File: src/rtl/pcu_pkg.sv
// Package: constants and types of the privilege check unit
package pcu_pkg;

    // ------------------------------------------------------------------
    // Privilege levels
    // ------------------------------------------------------------------
    localparam logic [1:0] PCU_LVL_MOST  = 2'h0;
    localparam logic [1:0] PCU_LVL_LEAST = 2'h3;

    // ------------------------------------------------------------------
    // Selector and access byte layout
    // ------------------------------------------------------------------
    localparam int PCU_SEL_TI_BIT   = 2;
    localparam int PCU_ACC_P_BIT    = 7;
    localparam int PCU_ACC_DPL_HI   = 6;
    localparam int PCU_ACC_DPL_LO   = 5;
    localparam int PCU_ACC_S_BIT    = 4;
    localparam int PCU_ACC_EXEC_BIT = 3;
    localparam int PCU_ACC_CONF_BIT = 2;
    localparam int PCU_ACC_RW_BIT   = 1;

    // System descriptor type codes
    localparam logic [3:0] PCU_TYP_TSS       = 4'h1;
    localparam logic [3:0] PCU_TYP_TSS_BUSY  = 4'h3;
    localparam logic [3:0] PCU_TYP_CALL_GATE = 4'h4;
    localparam logic [3:0] PCU_TYP_TASK_GATE = 4'h5;
    localparam logic [3:0] PCU_TYP_INT_GATE  = 4'h6;
    localparam logic [3:0] PCU_TYP_TRAP_GATE = 4'h7;

    // Fault vectors
    localparam logic [7:0] PCU_VEC_NONE   = 8'h00;
    localparam logic [7:0] PCU_VEC_NP     = 8'h0b;
    localparam logic [7:0] PCU_VEC_STACK  = 8'h0c;
    localparam logic [7:0] PCU_VEC_GPROT  = 8'h0d;

    // ------------------------------------------------------------------
    // Register map (byte addresses)
    // ------------------------------------------------------------------
    localparam logic [4:0] PCU_OFS_CTRL   = 5'h00;
    localparam logic [4:0] PCU_OFS_STATUS = 5'h04;
    localparam logic [4:0] PCU_OFS_ERR    = 5'h08;
    localparam logic [4:0] PCU_OFS_CS     = 5'h0c;
    localparam logic [4:0] PCU_OFS_DS     = 5'h10;
    localparam logic [4:0] PCU_OFS_ES     = 5'h14;
    localparam logic [4:0] PCU_OFS_SS     = 5'h18;
    localparam logic [4:0] PCU_OFS_FCNT   = 5'h1c;

    localparam int         PCU_CTRL_EN_BIT   = 0;
    localparam logic       PCU_CTRL_EN_RST   = 1'b1;
    localparam int         PCU_ST_STICKY_BIT = 2;
    localparam int         PCU_ST_VEC_LO     = 8;
    localparam logic [15:0] PCU_SEG_RST      = 16'h0000;
    localparam logic [7:0]  PCU_FCNT_RST     = 8'h00;

    // ------------------------------------------------------------------
    // Check operations
    // ------------------------------------------------------------------
    typedef enum logic [3:0] {
        PCU_OP_LOAD_DATA,
        PCU_OP_LOAD_EXTRA,
        PCU_OP_LOAD_STACK,
        PCU_OP_JUMP,
        PCU_OP_CALL,
        PCU_OP_RETURN,
        PCU_OP_INT_RETURN,
        PCU_OP_INTERRUPT,
        PCU_OP_TASK_ENTER
    } pcu_op_t;

endpackage : pcu_pkg

File: src/rtl/pcu_privilege_check_unit.sv
// Privilege and descriptor type checking unit with register slave
// Contract
// - Four levels 0..3; lower number means more trusted everywhere.
// - Current level is the low two bits of the code segment register.
// - Level stays fixed within a segment; changes via gate transfer, return or task switch.
// - Task switch sets level from the incoming task's code segment.
// - Descriptor usable only if requester level <= descriptor level.
// - Requested level is selector bits 1:0; effective is max with current.
// - Data register loads need data or readable code, else fault 13.
// - Data load faults 13 when descriptor level below effective level.
// - Readable conforming code skips the data privilege check.
// - Passing data load on absent descriptor gives fault 11.
// - Stack load needs writable data, levels equal current, else 13.
// - Absent stack descriptor gives fault 12, not 11.
// - Operation and descriptor type mismatch on code loads gives 13.
// - Direct transfer: nonconforming equal level, conforming level <= current.
// - Direct transfer requires requested level <= current level.
// - Return targets level >= current; popped requested level becomes current.
// - Return changing level pops the outer stack pointer afterwards.
// - Task segment below current level faults 13; valid one switches.
// - Gate level below current level gives fault 13.
// - Gate target level must be <= current; becomes new current level.
// - Gate naming a task segment starts a task switch.
// - Call gates global/local, trap/int gates interrupt table, task global.
// - Interrupt return: nested flag 1 switches task, 0 returns in task.
// - Faults carry selector error code, zero when none applies.
//
// Added by the designer: the register offsets and the Avalon-MM interface to the registers.
module pcu_privilege_check_unit
    import pcu_pkg::*;
(
    input  wire logic        i_clk_sys,
    input  wire logic        i_srst,
    // Check request from execution logic
    input  wire logic        i_chk_req,
    input  wire pcu_op_t     i_chk_op,
    input  wire logic [15:0] i_sel,
    input  wire logic [7:0]  i_desc_access,
    input  wire logic [15:0] i_gate_dest_sel,
    input  wire logic [7:0]  i_dest_access,
    input  wire logic        i_nested_task_flag,
    output logic             o_chk_done,
    output logic             o_fault,
    output logic [7:0]       o_fault_vec,
    output logic [15:0]      o_err_code,
    output logic             o_task_switch,
    output logic [15:0]      o_task_sel,
    output logic             o_pop_outer_sp,
    output logic [1:0]       o_current_priv_level,
    output logic [15:0]      o_code_seg_reg,
    output logic [15:0]      o_data_seg_reg,
    output logic [15:0]      o_extra_data_seg_reg,
    output logic [15:0]      o_stack_seg_reg,
    // Avalon-MM slave
    input  wire logic [4:0]  i_avs_address,
    input  wire logic        i_avs_read,
    input  wire logic        i_avs_write,
    input  wire logic [31:0] i_avs_writedata,
    input  wire logic [3:0]  i_avs_byteenable,
    output logic [31:0]      o_avs_readdata,
    output logic             o_avs_waitrequest
);

    // ------------------------------------------------------------------
    // State
    // ------------------------------------------------------------------
    logic [15:0] cs_r, ds_r, es_r, ss_r;
    logic        done_r, fault_r, tsw_r, pop_r, sticky_r, en_r, ack_r;
    logic [7:0]  vec_r, fcnt_r;
    logic [15:0] err_r, tsel_r;
    logic [31:0] rdata_r;

    // Check results
    logic        fault_nxt, tsw_nxt, pop_nxt;
    logic [7:0]  vec_nxt;
    logic [15:0] err_nxt, tsel_nxt, cs_nxt;

    // ------------------------------------------------------------------
    // Descriptor decode
    // ------------------------------------------------------------------
    logic [1:0] current_priv_level, requested_priv_level, effective_priv_level, descriptor_priv_level, ddpl;
    logic       pres, is_seg, is_code, conf, rdwr, local_tbl;
    logic       d_pres, d_code;
    logic [3:0] typ;
    logic [15:0] err_sel, err_dst;

    assign current_priv_level       = cs_r[1:0];
    assign requested_priv_level       = i_sel[1:0];
    assign effective_priv_level       = (requested_priv_level > current_priv_level) ? requested_priv_level : current_priv_level;
    assign descriptor_priv_level       = i_desc_access[PCU_ACC_DPL_HI:PCU_ACC_DPL_LO];
    assign pres      = i_desc_access[PCU_ACC_P_BIT];
    assign is_seg    = i_desc_access[PCU_ACC_S_BIT];
    assign typ       = i_desc_access[3:0];
    assign is_code   = is_seg & i_desc_access[PCU_ACC_EXEC_BIT];
    assign conf      = i_desc_access[PCU_ACC_CONF_BIT];
    assign rdwr      = i_desc_access[PCU_ACC_RW_BIT];
    assign local_tbl = i_sel[PCU_SEL_TI_BIT];
    assign ddpl      = i_dest_access[PCU_ACC_DPL_HI:PCU_ACC_DPL_LO];
    assign d_pres    = i_dest_access[PCU_ACC_P_BIT];
    assign d_code    = i_dest_access[PCU_ACC_S_BIT]
                     & i_dest_access[PCU_ACC_EXEC_BIT];
    // Error code names the selector without its level bits
    assign err_sel   = {i_sel[15:2], 2'h0};
    assign err_dst   = {i_gate_dest_sel[15:2], 2'h0};

    // ------------------------------------------------------------------
    // Check logic
    // ------------------------------------------------------------------
    always_comb begin
        fault_nxt = 1'b0;
        vec_nxt   = PCU_VEC_NONE;
        err_nxt   = PCU_SEG_RST;
        tsw_nxt   = 1'b0;
        tsel_nxt  = PCU_SEG_RST;
        pop_nxt   = 1'b0;
        cs_nxt    = cs_r;
        unique case (i_chk_op)
            PCU_OP_LOAD_DATA, PCU_OP_LOAD_EXTRA: begin
                if (!is_seg || (is_code && !rdwr)) begin
                    fault_nxt = 1'b1;
                    vec_nxt   = PCU_VEC_GPROT;
                    err_nxt   = err_sel;
                end else if (!(is_code && conf) && descriptor_priv_level < effective_priv_level) begin
                    fault_nxt = 1'b1;
                    vec_nxt   = PCU_VEC_GPROT;
                    err_nxt   = err_sel;
                end else if (!pres) begin
                    fault_nxt = 1'b1;
                    vec_nxt   = PCU_VEC_NP;
                    err_nxt   = err_sel;
                end
            end
            PCU_OP_LOAD_STACK: begin
                if (!is_seg || is_code || !rdwr
                    || descriptor_priv_level != current_priv_level || requested_priv_level != current_priv_level) begin
                    fault_nxt = 1'b1;
                    vec_nxt   = PCU_VEC_GPROT;
                    err_nxt   = err_sel;
                end else if (!pres) begin
                    fault_nxt = 1'b1;
                    vec_nxt   = PCU_VEC_STACK;
                    err_nxt   = err_sel;
                end
            end
            PCU_OP_JUMP, PCU_OP_CALL: begin
                if (is_seg) begin
                    if (!is_code
                        || (conf ? descriptor_priv_level > current_priv_level : descriptor_priv_level != current_priv_level)
                        || requested_priv_level > current_priv_level) begin
                        fault_nxt = 1'b1;
                        vec_nxt   = PCU_VEC_GPROT;
                        err_nxt   = err_sel;
                    end else if (!pres) begin
                        fault_nxt = 1'b1;
                        vec_nxt   = PCU_VEC_NP;
                        err_nxt   = err_sel;
                    end else begin
                        cs_nxt = {i_sel[15:2], current_priv_level};
                    end
                end else if (typ == PCU_TYP_TSS) begin
                    if (local_tbl || descriptor_priv_level < current_priv_level) begin
                        fault_nxt = 1'b1;
                        vec_nxt   = PCU_VEC_GPROT;
                        err_nxt   = err_sel;
                    end else if (!pres) begin
                        fault_nxt = 1'b1;
                        vec_nxt   = PCU_VEC_NP;
                        err_nxt   = err_sel;
                    end else begin
                        tsw_nxt  = 1'b1;
                        tsel_nxt = i_sel;
                    end
                end else if (typ == PCU_TYP_TASK_GATE) begin
                    if (descriptor_priv_level < current_priv_level) begin
                        fault_nxt = 1'b1;
                        vec_nxt   = PCU_VEC_GPROT;
                        err_nxt   = err_sel;
                    end else if (!pres) begin
                        fault_nxt = 1'b1;
                        vec_nxt   = PCU_VEC_NP;
                        err_nxt   = err_sel;
                    end else begin
                        tsw_nxt  = 1'b1;
                        tsel_nxt = i_gate_dest_sel;
                    end
                end else if (typ == PCU_TYP_CALL_GATE
                             && i_chk_op == PCU_OP_CALL) begin
                    if (descriptor_priv_level < current_priv_level) begin
                        fault_nxt = 1'b1;
                        vec_nxt   = PCU_VEC_GPROT;
                        err_nxt   = err_sel;
                    end else if (!pres) begin
                        fault_nxt = 1'b1;
                        vec_nxt   = PCU_VEC_NP;
                        err_nxt   = err_sel;
                    end else if (!d_code || ddpl > current_priv_level) begin
                        fault_nxt = 1'b1;
                        vec_nxt   = PCU_VEC_GPROT;
                        err_nxt   = err_dst;
                    end else if (!d_pres) begin
                        fault_nxt = 1'b1;
                        vec_nxt   = PCU_VEC_NP;
                        err_nxt   = err_dst;
                    end else begin
                        cs_nxt = {i_gate_dest_sel[15:2], ddpl};
                    end
                end else begin
                    fault_nxt = 1'b1;
                    vec_nxt   = PCU_VEC_GPROT;
                    err_nxt   = err_sel;
                end
            end
            PCU_OP_RETURN, PCU_OP_INT_RETURN: begin
                if (i_chk_op == PCU_OP_INT_RETURN
                    && i_nested_task_flag) begin
                    if (is_seg || (typ != PCU_TYP_TASK_GATE
                                   && typ != PCU_TYP_TSS_BUSY)) begin
                        fault_nxt = 1'b1;
                        vec_nxt   = PCU_VEC_GPROT;
                        err_nxt   = err_sel;
                    end else if (!pres) begin
                        fault_nxt = 1'b1;
                        vec_nxt   = PCU_VEC_NP;
                        err_nxt   = err_sel;
                    end else begin
                        tsw_nxt  = 1'b1;
                        tsel_nxt = i_sel;
                    end
                end else if (!is_code || descriptor_priv_level < current_priv_level
                             || requested_priv_level < current_priv_level) begin
                    fault_nxt = 1'b1;
                    vec_nxt   = PCU_VEC_GPROT;
                    err_nxt   = err_sel;
                end else if (!pres) begin
                    fault_nxt = 1'b1;
                    vec_nxt   = PCU_VEC_NP;
                    err_nxt   = err_sel;
                end else begin
                    cs_nxt  = i_sel;
                    pop_nxt = (requested_priv_level != current_priv_level);
                end
            end
            PCU_OP_INTERRUPT: begin
                // Interrupt table holds only task, interrupt and trap gates
                if (is_seg || (typ != PCU_TYP_TASK_GATE
                               && typ != PCU_TYP_INT_GATE
                               && typ != PCU_TYP_TRAP_GATE)
                    || descriptor_priv_level < current_priv_level) begin
                    fault_nxt = 1'b1;
                    vec_nxt   = PCU_VEC_GPROT;
                    err_nxt   = err_sel;
                end else if (!pres) begin
                    fault_nxt = 1'b1;
                    vec_nxt   = PCU_VEC_NP;
                    err_nxt   = err_sel;
                end else if (typ == PCU_TYP_TASK_GATE) begin
                    tsw_nxt  = 1'b1;
                    tsel_nxt = i_gate_dest_sel;
                end else if (!d_code || ddpl > current_priv_level) begin
                    fault_nxt = 1'b1;
                    vec_nxt   = PCU_VEC_GPROT;
                    err_nxt   = err_dst;
                end else if (!d_pres) begin
                    fault_nxt = 1'b1;
                    vec_nxt   = PCU_VEC_NP;
                    err_nxt   = err_dst;
                end else begin
                    cs_nxt = {i_gate_dest_sel[15:2], ddpl};
                end
            end
            PCU_OP_TASK_ENTER: begin
                // Incoming task runs at its code segment's level
                if (!is_code) begin
                    fault_nxt = 1'b1;
                    vec_nxt   = PCU_VEC_GPROT;
                    err_nxt   = err_sel;
                end else if (!pres) begin
                    fault_nxt = 1'b1;
                    vec_nxt   = PCU_VEC_NP;
                    err_nxt   = err_sel;
                end else begin
                    cs_nxt = {i_sel[15:2], descriptor_priv_level};
                end
            end
            default: begin
                fault_nxt = 1'b1;
                vec_nxt   = PCU_VEC_GPROT;
                err_nxt   = PCU_SEG_RST;
            end
        endcase
        // Checking disabled: every load passes, levels untouched
        if (!en_r) begin
            fault_nxt = 1'b0;
            vec_nxt   = PCU_VEC_NONE;
            err_nxt   = PCU_SEG_RST;
            tsw_nxt   = 1'b0;
            pop_nxt   = 1'b0;
            cs_nxt    = (i_chk_op == PCU_OP_JUMP || i_chk_op == PCU_OP_CALL
                         || i_chk_op == PCU_OP_RETURN
                         || i_chk_op == PCU_OP_INT_RETURN
                         || i_chk_op == PCU_OP_TASK_ENTER)
                        ? {i_sel[15:2], current_priv_level} : cs_r;
        end
    end

    // ------------------------------------------------------------------
    // Result registers
    // ------------------------------------------------------------------
    always_ff @(posedge i_clk_sys) begin
        if (i_srst) begin
            done_r <= 1'b0;
            fault_r <= 1'b0;
            vec_r  <= PCU_VEC_NONE;
            err_r  <= PCU_SEG_RST;
            tsw_r  <= 1'b0;
            tsel_r <= PCU_SEG_RST;
            pop_r  <= 1'b0;
        end else begin
            done_r  <= i_chk_req;
            fault_r <= i_chk_req & fault_nxt;
            tsw_r   <= i_chk_req & tsw_nxt;
            pop_r   <= i_chk_req & ~fault_nxt & pop_nxt;
            if (i_chk_req) begin
                vec_r  <= vec_nxt;
                err_r  <= err_nxt;
                tsel_r <= tsel_nxt;
            end
        end
    end

    // Segment registers commit only after a clean check
    always_ff @(posedge i_clk_sys) begin
        if (i_srst) begin
            cs_r <= PCU_SEG_RST;
            ds_r <= PCU_SEG_RST;
            es_r <= PCU_SEG_RST;
            ss_r <= PCU_SEG_RST;
        end else if (i_chk_req && !fault_nxt) begin
            cs_r <= cs_nxt;
            if (i_chk_op == PCU_OP_LOAD_DATA) begin
                ds_r <= i_sel;
            end
            if (i_chk_op == PCU_OP_LOAD_EXTRA) begin
                es_r <= i_sel;
            end
            if (i_chk_op == PCU_OP_LOAD_STACK) begin
                ss_r <= i_sel;
            end
        end
    end

    // ------------------------------------------------------------------
    // Register slave
    // ------------------------------------------------------------------
    logic acc;
    logic wr_ctrl, wr_status;
    assign acc       = (i_avs_read | i_avs_write) & ~ack_r;
    assign wr_ctrl   = acc & i_avs_write & i_avs_byteenable[0]
                     & (i_avs_address == PCU_OFS_CTRL);
    assign wr_status = acc & i_avs_write & i_avs_byteenable[0]
                     & (i_avs_address == PCU_OFS_STATUS);

    // One wait state: answer on the second edge of a request
    always_ff @(posedge i_clk_sys) begin
        if (i_srst) begin
            ack_r <= 1'b0;
        end else begin
            ack_r <= acc;
        end
    end

    always_ff @(posedge i_clk_sys) begin
        if (i_srst) begin
            en_r <= PCU_CTRL_EN_RST;
        end else if (wr_ctrl) begin
            en_r <= i_avs_writedata[PCU_CTRL_EN_BIT];
        end
    end

    // Fault during a clear keeps the flag: set wins
    always_ff @(posedge i_clk_sys) begin
        if (i_srst) begin
            sticky_r <= 1'b0;
        end else if (i_chk_req && fault_nxt) begin
            sticky_r <= 1'b1;
        end else if (wr_status && i_avs_writedata[PCU_ST_STICKY_BIT]) begin
            sticky_r <= 1'b0;
        end
    end

    // Counter saturates rather than wrapping to a misleading zero
    always_ff @(posedge i_clk_sys) begin
        if (i_srst) begin
            fcnt_r <= PCU_FCNT_RST;
        end else if (i_chk_req && fault_nxt && fcnt_r != 8'hff) begin
            fcnt_r <= fcnt_r + 8'h01;
        end
    end

    always_ff @(posedge i_clk_sys) begin
        if (i_srst) begin
            rdata_r <= 32'h0000_0000;
        end else if (acc && i_avs_read) begin
            unique case (i_avs_address)
                PCU_OFS_CTRL:   rdata_r <= {31'h0, en_r};
                PCU_OFS_STATUS: rdata_r <= {16'h0, vec_r, 5'h0,
                                            sticky_r, current_priv_level};
                PCU_OFS_ERR:    rdata_r <= {16'h0, err_r};
                PCU_OFS_CS:     rdata_r <= {16'h0, cs_r};
                PCU_OFS_DS:     rdata_r <= {16'h0, ds_r};
                PCU_OFS_ES:     rdata_r <= {16'h0, es_r};
                PCU_OFS_SS:     rdata_r <= {16'h0, ss_r};
                PCU_OFS_FCNT:   rdata_r <= {24'h0, fcnt_r};
                default:        rdata_r <= 32'h0000_0000;
            endcase
        end
    end

    // ------------------------------------------------------------------
    // Outputs
    // ------------------------------------------------------------------
    assign o_avs_waitrequest    = acc;
    assign o_avs_readdata       = rdata_r;
    assign o_chk_done           = done_r;
    assign o_fault              = fault_r;
    assign o_fault_vec          = vec_r;
    assign o_err_code           = err_r;
    assign o_task_switch        = tsw_r;
    assign o_task_sel           = tsel_r;
    assign o_pop_outer_sp       = pop_r;
    assign o_current_priv_level = current_priv_level;
    assign o_code_seg_reg       = cs_r;
    assign o_data_seg_reg       = ds_r;
    assign o_extra_data_seg_reg = es_r;
    assign o_stack_seg_reg      = ss_r;

endmodule // pcu_privilege_check_unit

File: config.mk
export PLATFORM = sky130hd
export DESIGN_NAME = pcu_privilege_check_unit
export DESIGN_NICKNAME = d
export VERILOG_FILES = /design/src/rtl/pcu_pkg.sv /design/src/rtl/pcu_privilege_check_unit.sv
export SDC_FILE = /design/constraint.sdc
export NUM_CORES = 1
export LEC_CHECK = 0
export ABC_CLOCK_PERIOD_IN_PS = 3800
export BUFFER_PORTS_ARGS = -buffer_cell sky130_fd_sc_hd__buf_4
export CORE_MARGIN = 4
export CORE_UTILIZATION = 50
export CTS_BUF_LIST = sky130_fd_sc_hd__clkbuf_8
export DETAILED_ROUTE_END_ITERATION = 6
export MAX_ROUTING_LAYER = met4
export PLACE_DENSITY = 0.78
export SLEW_MARGIN = 40
export SYNTH_ARGS = -nofsm -noshare
export SYNTH_HDL_FRONTEND = slang
export SYNTH_SLANG_ARGS = --single-unit
export TNS_END_PERCENT = 50
File: constraint.sdc
create_clock -name i_clk_sys -period 3.8 [get_ports i_clk_sys]
set_input_delay 0.57 -clock i_clk_sys [delete_from_list [all_inputs] [get_ports i_clk_sys]]
set_output_delay 0.57 -clock i_clk_sys [all_outputs]
set_load 0.03 [all_outputs]
==> out/summary.txt <==
Clock Power Share: 0.403
Power consumption: 3.21 mW
Leak Pwr: 4.20 nW
Ant. Diodes: 0
Input/output buffers: 183
Number of synthesized flops with an enable pin: 0
Die height: 132 um
Gpl congestion: 1.02
Fmax: 0.293 GHz
Core Box Area: 15100 sq um
Vias in the first global route: 7517
Synthesized area: 7680 sq um
Synthesized netlist cell count: 944
First-pass GRT wire length: 41800 um
Synthesized area per cell: 8.13 sq um
Number of H-tree levels: 4
Critical path required time: 4.15 ns
Unrepaired setup endpoints after global routing: false
Drt wl/cell: 21.3 um
Final Setup Violations: 0
Hold Crit Start: i_sel[7]
DRC violations left: 9
CP Launch Type: flop
Layout cell share with drive strength beyond 1: 0.244
Async set or reset register ratio after synthesis: 0
Combinational share of power: 0.161
CTS tree: done
Fin crit share: 0.897
CP endpoint: o_err_code[12]
# rows: 45
RR Startpoint: o_code_seg_reg[1]
Worst clock skew: 0.0105 ns
#FFs+latches synth: 129
Cell taking the most area after synthesis: dfxtp_1
Post-CTS Hold Buffers: 0
R2r endpoint: o_err_code[12]
Internal power: 2.22 mW
CP endpoint kind: flop
Worst VDD drop: 257 uV
Clock Tree Buf Depth: 2
Proportion of power drawn by flip-flops and latches: 0.436
Fin Hold WS: 0.363 ns
Clock sinks: 129
Largest net degree at the start of global routing: 47
Most frequent cell after synthesis: nand2_1
Gr usage total: 0.311
CTS clk-pin slew, worst paths: 0.08 ns
Final TNS setup: 0 ns
Routed vias: 8183
Worst relative slew slack: 0.429
Failing checks: design-rule violations
Synth top area share: 0.336
PwrDens: 339 nW/um^2
Final-report hold violation count: 0
Hold Path Class: input port to flop
Clk root buf: clkbuf_8
Worst-margin pin slew: 0.856 ns
Initial cell density of the core: 0.507
Most frequent cells after synthesis: nand2_1, dfxtp_1, mux2i_1, nor2_1, a21oi_1
Ports: 242
Post-CTS Setup Inserts: 0
Total Wirelength: 27700 um
Placed cell count: 1269
Vias per cell: 6.29
Net Sw Frac: 0.308
Initial antenna violation count: 0
Clock latency on the worst-skew pair: 0.46 ns
Full die area: 17400 sq um
Maxcap violations: 0
Min Tclk post-route: 3.41 ns
Antenna viol nets, final: 0
Synth area leaders: dfxtp_1, mux2i_1, nand2_1, a21oi_1, a22oi_1
Filler instances: 1368
CP Class: flop to flop
Grt ovf: 0
YS warnings: 0
R2r worst-path depth: 8
Count of pins over their slew limit: 0
Num CTS Buffers: 17
Status: finished, violations left
DRT iter0 DRCs: 915
Sequential area share after synthesis: 0.336
Area after DPL: 9060 sq um
Main flop type after synthesis: dfxtp_1
Worst Path Arrival: 3.76 ns
Switching Power: 0.990 mW
Die Wd: 132 um
Post_cts resized: 0
Area growth syn-to-layout: 23.6%
Setup slack, reg-to-reg: 0.39 ns
Final Cell Area: 9490 sq um
Multi-input combinational cell area: 4630 sq um
Drt pass-1 iters: 7
CP startpoint: o_code_seg_reg[1]
Synth cell types: 83
Storage cell area: 2580 sq um
Crit Path Max Fanout: 6
HPWL after DPL: 20800 um
Layout Nets: 1208
Final Non-Filler Cells: 1301
-- power by group through the flow --
stage | logic (mW) | registers, mW | clock network, mW
after floorplan | 0.290 | 1.46 | 0
after CTS | 0.505 | 1.40 | 1.30
after detailed placement | 0.503 | 1.43 | 0
final | 0.518 | 1.40 | 1.30
after global placement | 0.497 | 1.43 | 0
after global routing | 0.549 | 1.40 | 1.36
-- critical path: stages, from the launching register on --
cell and delay, ns:
dfxtp_1 0.40, inv_1 0.16, ha_1 0.34, nand2b_1 0.22, o41ai_1 0.58, o2111ai_1 0.28
nor4b_1 0.59, a21oi_1 0.34, a221o_1 0.37
-- through the flow --
step | setup WS, ns | utilization
finish | 0.392 | 0.627
global route | 0.0937 | 0.627
CTS | 0.426 | 0.627
detailed placement | 0.267 | 0.598
global placement | 0.356 | 0.598
floorplan | 0.792 | -
-- layout by cell type, fill, tap and decap left out, drive strengths merged, types with 9 or more instances in the layout --
cell type	n
a21oi	61
a221oi	15
a22oi	40
and2	10
and3	10
buf	203
clkbuf	18
conb	22
dfxtp	129
ha	9
inv	24
mux2	11
mux2i	76
nand2	154
nand3	19
nor2	64
nor2b	10
nor3	29
o21ai	55
o31ai	11
-- how the worst min path moves through the flow --
| stage | end | slack, ns | depth (start not counted) |
|---|---|---|---|
| after floorplan | ack_r | 0.44 | 1 |
| after global placement | o_task_sel[5] | 0.44 | 2 |
| after detailed placement | o_task_sel[8] | 0.45 | 2 |
| after CTS | o_err_code[7] | 0.35 | 2 |
| after global routing | o_err_code[4] | 0.35 | 2 |
| final | o_err_code[7] | 0.36 | 2 |
-- routing by layer --
| metal | global-route usage | share of wire | up-vias |
|---|---|---|---|
| met5 | - | 0 | - |
| met4 | 0.110 | 0.030 | 0 |
| met3 | 0.0824 | 0.11 | 66 |
| met2 | 0.477 | 0.45 | 487 |
| met1 | 0.396 | 0.41 | 3912 |
| li1 | - | - | 3718 |
-- cells by family (layout without fill, tap and decap cells) --
logic type | count (synthesis) | after routing | synth area share
muxes | 87 | 87 | 0.115
xor gates and xnor gates | 2 | 2 | 0.00228
and+or+nand+nor | 349 | 349 | 0.220
adders and majority gates | 9 | 9 | 0.0147
other | 1 | 22 | 0.000489
buffers and inverters | 108 | 256 | 0.0720
DFF | 129 | 129 | 0.336
AOI/OAI and AO/OA | 259 | 259 | 0.239
-- final cells by class --
| cell class | instances | share of cell area |
|---|---|---|
| clock buffer | 18 | 0.0261 |
| tap | 188 | 0.0248 |
| inverter | 21 | 0.00831 |
| clock inverter | 14 | 0.0192 |
| timing repair buffer | 203 | 0.162 |
| multi-input combinational | 728 | 0.488 |
| sequential | 129 | 0.272 |
Note: power is estimated with default switching activity, not from simulation.
